`config.mk`:
```
export PLATFORM = sky130hd
export DESIGN_NAME = scd_ctrl
export DESIGN_NICKNAME = d
export VERILOG_FILES = /design/src/scd_pkg.sv /design/src/scd_ctrl.sv /design/src/scd_clk_div.sv
export SDC_FILE = /design/constraint.sdc
export NUM_CORES = 1
export LEC_CHECK = 0
export ABC_AREA = 1
export BUFFER_PORTS_ARGS = -buffer_cell sky130_fd_sc_hd__buf_2
export CAP_MARGIN = 10
export CORE_ASPECT_RATIO = 1.2
export CORE_MARGIN = 2
export CORE_UTILIZATION = 35
export DETAILED_ROUTE_END_ITERATION = 10
export GPL_ROUTABILITY_DRIVEN = 0
export RECOVER_POWER = 100
export SKIP_CTS_REPAIR_TIMING = 1
export SYNTH_ARGS = -nofsm -noshare
export SYNTH_HDL_FRONTEND = slang
export SYNTH_SLANG_ARGS = --single-unit
```
`constraint.sdc`:
```
create_clock -name clk_sys -period 11.4 [get_ports clk_sys]
set_input_delay 2.28 -clock clk_sys [delete_from_list [all_inputs] [get_ports clk_sys]]
set_output_delay 2.28 -clock clk_sys [all_outputs]
set_load 0.03 [all_outputs]
```
`src/scd_pkg.sv`:
```
// shared constants and types for the speaker switching clock control block
package scd_pkg;

  // clock timing
  localparam int CLK_PERIOD_PS = 4000;
  localparam int CLK_GAP_NS = 1000;
  localparam int CLK_GAP_CYC = (CLK_GAP_NS * 1000) / CLK_PERIOD_PS;
  localparam logic [7:0] GAP_LIMIT = 8'(CLK_GAP_CYC);

  // register indices; byte address is four times the index
  localparam logic [11:0] IDX_DRV_EN = 12'h001;
  localparam logic [11:0] IDX_CLK_SRC = 12'h002;
  localparam logic [11:0] IDX_STATUS = 12'h003;
  localparam logic [11:0] IDX_IF1_RATE = 12'h010;
  localparam logic [11:0] IDX_IF2_RATE = 12'h011;
  localparam logic [11:0] IDX_BOOST = 12'h025;
  localparam logic [11:0] IDX_PULL = 12'h721;

  // field positions
  localparam int LB_MSB = 5;
  localparam int LB_LSB = 3;
  localparam int RB_MSB = 2;
  localparam int RB_LSB = 0;
  localparam int PU_BIT = 1;
  localparam int LEN_BIT = 0;
  localparam int REN_BIT = 1;
  localparam int SRC_BIT = 0;
  localparam int SR_MSB = 3;
  localparam int SR_LSB = 0;
  localparam int RT_MSB = 6;
  localparam int RT_LSB = 4;

  // reset values
  localparam logic [2:0] BOOST_RST = 3'h0;
  localparam logic PULL_RST = 1'b1;
  localparam logic [1:0] DRV_EN_RST = 2'h0;
  localparam logic SRC_RST = 1'b0;
  localparam logic [3:0] SR_RST = 4'h8;
  localparam logic [2:0] RT_RST = 3'h2;

  // sample rate codes
  localparam logic [3:0] SR_8K = 4'h0;
  localparam logic [3:0] SR_11K025 = 4'h1;
  localparam logic [3:0] SR_12K = 4'h2;
  localparam logic [3:0] SR_16K = 4'h3;
  localparam logic [3:0] SR_22K05 = 4'h4;
  localparam logic [3:0] SR_24K = 4'h5;
  localparam logic [3:0] SR_32K = 4'h6;
  localparam logic [3:0] SR_44K1 = 4'h7;
  localparam logic [3:0] SR_48K = 4'h8;
  localparam logic [3:0] SR_88K2 = 4'h9;
  localparam logic [3:0] SR_96K = 4'ha;

  // ratio codes 0..7 = 128,192,256,384,512,768,1024,1536

  typedef enum logic [2:0] {
    FSW_OFF = 3'b000,
    FSW_256K = 3'b001,
    FSW_341K3 = 3'b010,
    FSW_352K8 = 3'b011,
    FSW_384K = 3'b100
  } scd_fsw_t;

endpackage

```
`src/scd_ctrl.sv`:
```
// speaker mode, boost and switching clock control with apb registers
//
// Chosen here: the APB slave port.
`timescale 1ns/100ps
`default_nettype none
// Functional notes
// [RULE1] A high strap pin selects mono speaker operation and a grounded one selects stereo.
// [RULE2] The strap pull-up is on after reset and one control bit turns it off with 0 and on with 1.
// [RULE3] In mono the host sets both driver enables and only the left boost setting is applied.
// [RULE4] The left boost field sits at bits 5:3, codes 0 to 6 give 0 to 9 dB in 1.5 dB steps, 7 gives 12 dB, reset 0.
// [RULE5] The right boost field sits at bits 2:0 with the same coding and reset 0.
// [RULE6] The host changes boost fields only while both speaker outputs are disabled.
// [RULE7] The switching clock is divided from the system clock with a ratio taken from the rate settings alone.
// [RULE8] The switching clock runs whenever either driver enable is set; the code also requires clk_ok and rate_ok.
// [RULE9] Source select 0 takes the first interface's rate fields and 1 takes the second's.
// [RULE10] The host keeps the system clock and the chosen interface clock running while the outputs switch.
// [RULE11] A missing system clock is detected and then the speaker outputs are disabled.
// [RULE12] The 11.025 kHz family gives 352.8 kHz and the 12 kHz family gives 384 kHz at every ratio; the code gives none where fs*ratio exceeds 12.288 MHz.
// [RULE13] 16 and 32 kHz give 341.3 kHz at even ratios and 384 kHz at triple ratios; 8 kHz gives 341.3 or 256 kHz; code gives none above fs*ratio 12.288 MHz.
// [RULE14] The switching clock stops when both enables are clear or the clock has been lost.
module scd_ctrl import scd_pkg::*; (
  input wire logic clk_sys,
  input wire logic resetn,
  input wire logic psel,
  input wire logic penable,
  input wire logic pwrite,
  input wire logic [15:0] paddr,
  input wire logic [31:0] pwdata,
  input wire logic [3:0] pstrb,
  output logic [31:0] prdata,
  output logic pready,
  output logic pslverr,
  input wire logic speaker_mode_strap,
  input wire logic system_clock_tick,
  output logic mode_strap_pullup_en,
  output logic mono_mode,
  output logic [2:0] left_boost_gain,
  output logic [2:0] right_boost_gain,
  output logic left_output_en,
  output logic right_output_en,
  output logic switch_clk
);

  logic [2:0] lboost_reg, lboost_next;
  logic [2:0] rboost_reg, rboost_next;
  logic pullup_reg, pullup_next;
  logic [1:0] drv_en_reg, drv_en_next;
  logic src_reg, src_next;
  logic [3:0] sr1_reg, sr1_next, sr2_reg, sr2_next;
  logic [2:0] rt1_reg, rt1_next, rt2_reg, rt2_next;
  logic [31:0] prdata_reg, prdata_next;
  logic mono_reg, mono_next;
  logic [2:0] lg_out_reg, lg_out_next, rg_out_reg, rg_out_next;
  logic len_reg, len_next, ren_reg, ren_next;
  logic [7:0] gap_reg, gap_next;
  logic [11:0] idx;
  logic hit;
  logic wr_en;
  logic [31:0] rd_mux;
  logic [3:0] sel_sr;
  logic [2:0] sel_rt;
  logic [8:0] lut;
  scd_fsw_t fsw;
  logic [5:0] div_n;
  logic rate_ok;
  logic clk_ok;
  logic run;

  // divide ratio n = fs*ratio/fsw, from ratio/64 (m) and the rate family
  function automatic logic [8:0] rate_lookup(input logic [3:0] sr, input logic [2:0] rt);
    logic [5:0] m;
    logic [5:0] m3;
    logic trip;
    logic [2:0] top;
    scd_fsw_t f;
    logic [5:0] n;
    case (rt)
      3'h0: m = 6'h02;
      3'h1: m = 6'h03;
      3'h2: m = 6'h04;
      3'h3: m = 6'h06;
      3'h4: m = 6'h08;
      3'h5: m = 6'h0c;
      3'h6: m = 6'h10;
      default: m = 6'h18;
    endcase
    m3 = 6'(m / 6'h03);
    trip = rt[0];
    top = 3'h0;
    f = FSW_OFF;
    n = 6'h00;
    case (sr)
      SR_8K: begin
        top = 3'h7;
        if (!trip && rt != 3'h0) begin
          f = FSW_341K3;
          n = 6'(3 * (m >> 1));
        end else begin
          f = FSW_256K;
          n = 6'(2 * m);
        end
      end
      SR_11K025, SR_12K: begin
        top = 3'h6;
        f = (sr == SR_11K025) ? FSW_352K8 : FSW_384K;
        n = 6'(2 * m);
      end
      SR_16K: begin
        top = 3'h5;
        f = trip ? FSW_384K : FSW_341K3;
        n = trip ? 6'(8 * m3) : 6'(3 * m);
      end
      SR_22K05, SR_24K: begin
        top = 3'h4;
        f = (sr == SR_22K05) ? FSW_352K8 : FSW_384K;
        n = 6'(4 * m);
      end
      SR_32K: begin
        top = 3'h3;
        f = trip ? FSW_384K : FSW_341K3;
        n = trip ? 6'(16 * m3) : 6'(6 * m);
      end
      SR_44K1, SR_48K: begin
        top = 3'h2;
        f = (sr == SR_44K1) ? FSW_352K8 : FSW_384K;
        n = 6'(8 * m);
      end
      SR_88K2, SR_96K: begin
        top = 3'h0;
        f = (sr == SR_88K2) ? FSW_352K8 : FSW_384K;
        n = 6'(16 * m);
      end
      default: begin
        top = 3'h0;
        f = FSW_OFF;
        n = 6'h00;
      end
    endcase
    // combinations with no documented frequency leave the clock off
    if (rt > top || f == FSW_OFF) begin
      f = FSW_OFF;
      n = 6'h00;
    end
    return {f, n};
  endfunction

  // apb decode: word aligned, index in bits 13:2
  assign idx = paddr[13:2];
  always_comb begin
    hit = 1'b0;
    if (paddr[1:0] == 2'h0 && paddr[15:14] == 2'h0) begin
      case (idx)
        IDX_DRV_EN, IDX_CLK_SRC, IDX_STATUS, IDX_IF1_RATE, IDX_IF2_RATE, IDX_BOOST, IDX_PULL: hit = 1'b1;
        default: hit = 1'b0;
      endcase
    end
  end
  assign wr_en = psel && penable && pwrite && hit && pstrb[0];
  assign pready = 1'b1;
  assign pslverr = psel && penable && !hit;
  assign prdata = prdata_reg;

  always_comb begin
    rd_mux = 32'h0000_0000;
    case (idx)
      IDX_DRV_EN: rd_mux[1:0] = drv_en_reg;
      IDX_CLK_SRC: rd_mux[SRC_BIT] = src_reg;
      IDX_STATUS: rd_mux[6:0] = {fsw, run, rate_ok, clk_ok, mono_reg};
      IDX_IF1_RATE: rd_mux[6:0] = {rt1_reg, sr1_reg};
      IDX_IF2_RATE: rd_mux[6:0] = {rt2_reg, sr2_reg};
      IDX_BOOST: rd_mux[5:0] = {lboost_reg, rboost_reg};
      IDX_PULL: rd_mux[PU_BIT] = pullup_reg;
      default: rd_mux = 32'h0000_0000;
    endcase
    if (!hit) begin
      rd_mux = 32'h0000_0000;
    end
  end

  // register file; read data captured in the setup cycle so it is a flop
  always_comb begin
    lboost_next = lboost_reg;
    rboost_next = rboost_reg;
    pullup_next = pullup_reg;
    drv_en_next = drv_en_reg;
    src_next = src_reg;
    sr1_next = sr1_reg;
    rt1_next = rt1_reg;
    sr2_next = sr2_reg;
    rt2_next = rt2_reg;
    prdata_next = prdata_reg;
    if (psel && !penable && !pwrite) begin
      prdata_next = rd_mux;
    end
    if (wr_en) begin
      case (idx)
        IDX_BOOST: begin
          lboost_next = pwdata[LB_MSB:LB_LSB]; // RULE4
          rboost_next = pwdata[RB_MSB:RB_LSB]; // RULE5
        end
        IDX_PULL: pullup_next = pwdata[PU_BIT]; // RULE2
        IDX_DRV_EN: drv_en_next = {pwdata[REN_BIT], pwdata[LEN_BIT]};
        IDX_CLK_SRC: src_next = pwdata[SRC_BIT];
        IDX_IF1_RATE: begin
          sr1_next = pwdata[SR_MSB:SR_LSB];
          rt1_next = pwdata[RT_MSB:RT_LSB];
        end
        IDX_IF2_RATE: begin
          sr2_next = pwdata[SR_MSB:SR_LSB];
          rt2_next = pwdata[RT_MSB:RT_LSB];
        end
        default: ;
      endcase
    end
  end

  always_ff @(posedge clk_sys or negedge resetn) begin
    if (!resetn) begin
      lboost_reg <= BOOST_RST;
      rboost_reg <= BOOST_RST;
      pullup_reg <= PULL_RST;
      drv_en_reg <= DRV_EN_RST;
      src_reg <= SRC_RST;
      sr1_reg <= SR_RST;
      rt1_reg <= RT_RST;
      sr2_reg <= SR_RST;
      rt2_reg <= RT_RST;
      prdata_reg <= 32'h0000_0000;
    end else begin
      lboost_reg <= lboost_next;
      rboost_reg <= rboost_next;
      pullup_reg <= pullup_next;
      drv_en_reg <= drv_en_next;
      src_reg <= src_next;
      sr1_reg <= sr1_next;
      rt1_reg <= rt1_next;
      sr2_reg <= sr2_next;
      rt2_reg <= rt2_next;
      prdata_reg <= prdata_next;
    end
  end

  // rate source and divide ratio
  assign sel_sr = src_reg ? sr2_reg : sr1_reg; // RULE9
  assign sel_rt = src_reg ? rt2_reg : rt1_reg; // RULE9
  assign lut = rate_lookup(sel_sr, sel_rt); // RULE12 RULE13
  assign fsw = scd_fsw_t'(lut[8:6]);
  assign div_n = lut[5:0];
  assign rate_ok = (fsw != FSW_OFF);

  // clock presence: a gap of GAP_LIMIT cycles without a tick means lost
  always_comb begin
    gap_next = gap_reg;
    if (system_clock_tick) begin
      gap_next = 8'h00;
    end else if (gap_reg != GAP_LIMIT) begin
      gap_next = 8'(gap_reg + 8'h01);
    end
  end
  assign clk_ok = (gap_reg != GAP_LIMIT); // RULE11
  assign run = (|drv_en_reg) && clk_ok && rate_ok; // RULE8 RULE14

  // output stage; mono reuses the left boost so the bridged pair matches
  always_comb begin
    mono_next = speaker_mode_strap; // RULE1
    lg_out_next = lboost_reg;
    rg_out_next = mono_reg ? lboost_reg : rboost_reg; // RULE3
    len_next = drv_en_reg[LEN_BIT] && clk_ok && rate_ok; // RULE11
    ren_next = drv_en_reg[REN_BIT] && clk_ok && rate_ok; // RULE11
  end

  always_ff @(posedge clk_sys or negedge resetn) begin
    if (!resetn) begin
      gap_reg <= GAP_LIMIT;
      mono_reg <= 1'b0;
      lg_out_reg <= BOOST_RST;
      rg_out_reg <= BOOST_RST;
      len_reg <= 1'b0;
      ren_reg <= 1'b0;
    end else begin
      gap_reg <= gap_next;
      mono_reg <= mono_next;
      lg_out_reg <= lg_out_next;
      rg_out_reg <= rg_out_next;
      len_reg <= len_next;
      ren_reg <= ren_next;
    end
  end

  assign mode_strap_pullup_en = pullup_reg;
  assign mono_mode = mono_reg;
  assign left_boost_gain = lg_out_reg;
  assign right_boost_gain = rg_out_reg;
  assign left_output_en = len_reg;
  assign right_output_en = ren_reg;

  // switching clock toggles every n/2 ticks of the audio system clock
  scd_clk_div u_div (
    .clk_sys(clk_sys),
    .resetn(resetn),
    .tick(system_clock_tick),
    .run(run),
    .half(div_n[5:1]),
    .clk_out(switch_clk)
  ); // RULE7
endmodule
`default_nettype wire

```
`src/scd_clk_div.sv`:
```
// divider that turns audio system clock ticks into the switching clock
`timescale 1ns/100ps
`default_nettype none
module scd_clk_div import scd_pkg::*; (
  input wire logic clk_sys,
  input wire logic resetn,
  input wire logic tick,
  input wire logic run,
  input wire logic [4:0] half,
  output logic clk_out
);

  logic [4:0] cnt_reg;
  logic [4:0] cnt_next;
  logic out_reg;
  logic out_next;

  always_comb begin
    cnt_next = cnt_reg;
    out_next = out_reg;
    if (!run) begin
      cnt_next = 5'h00;
      out_next = 1'b0;
    end else if (tick) begin
      // >= so a ratio change mid-count cannot overrun the terminal value
      if (cnt_reg >= 5'(half - 5'h01)) begin
        cnt_next = 5'h00;
        out_next = ~out_reg;
      end else begin
        cnt_next = 5'(cnt_reg + 5'h01);
      end
    end
  end

  always_ff @(posedge clk_sys or negedge resetn) begin
    if (!resetn) begin
      cnt_reg <= 5'h00;
      out_reg <= 1'b0;
    end else begin
      cnt_reg <= cnt_next;
      out_reg <= out_next;
    end
  end

  assign clk_out = out_reg;

endmodule
`default_nettype wire

```
==> metrics <==
WP depth 9; synthesized cell area 0.00420 mm2; top post-synthesis cells by count nand2_1, inv_1, nor2_1; initial antenna violation count 0; max-slew violations 55; syn avg cell area just over 7 um2; end of the critical path pslverr; wire length per cell 12.8 um; Finish-stage setup viols 0; flop-to-flop setup slack roughly 6.6 ns; worst reg-to-reg path cell count 27; yosys warns 0; # H-tree levels 2; NumNets Final 709; Final Util 39.7%; failing checks max-capacitance violations, max-slew violations; die height 124 um; first drt pass iteration count 4; Post-synth ARST share 100%; R2R Path End u_div.cnt_reg[3]; launch point of the worst path paddr[5]; first-pass GRT wire length 17.0 mm; Yosys cell types 53; FILL cells approximately 1300; WL final 10.1 mm; Routed Antenna Nets 0; count leader, synth nand2_1; I/O Buffers 49; Core ar. roughly 0.012 mm2; Post-synth EDFFs 0; layout cell share with drive strength beyond 1 a little over an eighth; dpl cells ~780; Via Count 3889; post-DP HPWL 8.02 mm; CTS tree yes; post-synth top area share 25.6%; fmax 157 MHz; Worst Path Required 9.12 ns; area grow syn2layout 9.79%; Seq pwr share 45.4%; Total Routing Usage GR approximately 16%; CP peak stage delay 0.40 ns; post-layout min period 6.38 ns; row count 43; max reg flops 8; status finished with violations; gr ovfl total 0; clock sink count 54; Final Power 0.000428 W; Setup TNS 0 ns; Top delay family on crit path simple AND/OR/NAND/NOR gates; CP endpoint kind output port; drc violations 0; net switching power ~0.000096 W; Most used DFF post-synth dfrtp_1; die area 0.0129 mm2; Hold Fails Final Rpt 0; Max VDD drop 0.0694 mV; Crit path arrival time 4.10 ns; reg2reg start src_reg; Clock power frac between 40% and 50%; Non-Filler Instances 787; FF+latch count, synth 54; Slew headroom -86.8%; IO Count 104; highest fanout seen on the critical path 6; Die Wd 104 um; vias in the first global route just under 4000; Internal Power 0.000332 W; clock latency on the worst-skew pair 0.29 ns; Max-Cap Viols 1; Sw Share 22.4%; Via density 4.94; unrepaired setup endpoints after global routing false; skew final 0.00734 ns; n_diodes 0; Least-Margin Pin Slew 2.80 ns; initial drt markers between 150 and 200; combinational power share under 10%; Post-Synthesis Cells 580; Area contributors post-synth dfrtp_1, nand2_1, inv_1, dfstp_2, ha_1; clock slew seen by the registers of the worst setup and hold paths 0.07 ns; slowest cell on the critical path nor3_1; worst-path cell chain clkbuf_1, nor2_1, inv_1, nor3_1, nand2_1, nor3b_1, a21oi_1, nor2_1, clkbuf_1; pwr/cell area 92.8 mW/mm2; Seq/Total Area, Yosys 32.5%; crit path kind in2out; Hold Crit Class reg2reg; root buffer cell clkbuf_16; Initial Util 36.2%; Pleak about 2.4 nW; crit share post-route between 50% and 60%; CP Buf/Inv Count 3; CTS max path bufs 2; total CTS buffers 5; pin count of the biggest net entering global routing 55; area leader, netlist dfrtp_1; CP Launch Type primary input
[worst min path at each step]
| stage | cells past startpoint | start | endpoint | slack, ns |
|---|---|---|---|---|
| 6_report | 0 | lboost_reg[2] | left_boost_gain[2] | 0.41 |
| 2_1_floorplan | 0 | lboost_reg[0] | left_boost_gain[0] | 0.37 |
| 4_1_cts | 0 | lboost_reg[2] | left_boost_gain[2] | 0.41 |
| 3_5_place_dp | 0 | lboost_reg[2] | left_boost_gain[2] | 0.40 |
| 5_1_grt | 0 | lboost_reg[1] | left_boost_gain[1] | 0.43 |
| 3_3_place_gp | 0 | lboost_reg[0] | left_boost_gain[0] | 0.38 |
[placed cells by master, fill, tap and decap left out, drive strengths merged, types with 4 or more instances in the layout]
master  count
buf        28
clkbuf     28
dfrtp      43
nand2     114
inv        94
o21ai      34
a21oi      45
nand3      45
o21a        4
o22ai      13
nand4      10
nor3       24
ha         20
conb       26
dfstp      11
nor2       61
[power by group through the flow]
stage / clock [W] / combinational [W] / sequential [W]
3_5_place_dp: 0 / 0.0000363 / 0.000198
3_3_place_gp: 0 / 0.0000354 / 0.000198
5_1_grt: 0.000210 / 0.0000392 / 0.000195
6_report: 0.000198 / 0.0000352 / 0.000195
2_1_floorplan: 0 / 0.0000274 / 0.000199
4_1_cts: 0.000203 / 0.0000365 / 0.000195
[layout make-up]
type	count	area, um2	share of cell area, %
Timing Repair Buffer	50	223	4.83
Clock buffer	6	139	3.01
Clock inverter	2	60.1	1.30
Tap cell	157	196	4.26
Multi-Input combinational cell	424	2280	49.3
Sequential cell	54	1370	29.6
Inverter	94	355	7.70
[logic make-up (layout without fill, tap and decap cells)]
logic type / after synthesis / after routing / share of synthesized area (%)
compound gates: 110 / 110 / 15.3
fa+ha+maj: 21 / 21 / 6.43
other cells: 2 / 26 / 0.179
xor+xnor: 2 / 2 / 0.417
simple gates: 265 / 265 / 31.1
buf+inv: 126 / 152 / 14.1
flops: 54 / 54 / 32.5
[metrics by stage]
step	area (um2)	worst slack (ns)	hold slack (ns)
global placement	4500	5.43	0.383
detailed placement	4500	5.37	0.399
global route	4610	4.76	0.425
finish	4610	5.02	0.415
floorplan	4290	5.59	0.374
CTS	4700	5.36	0.414
[per-layer routing]
metal | routed length (um) | part of all wire [%] | global-route usage (%) | vias up
li1 | - | - | - | 1957
met1 | 4070 | 40 | 17.3 | 1784
met2 | 5110 | 51 | 31.1 | 116
met3 | 382 | 3.8 | 1.26 | 32
met4 | 484 | 4.8 | 9.38 | 0
met5 | 0 | 0 | 0 | -
Note: power is estimated with default switching activity, not from simulation.
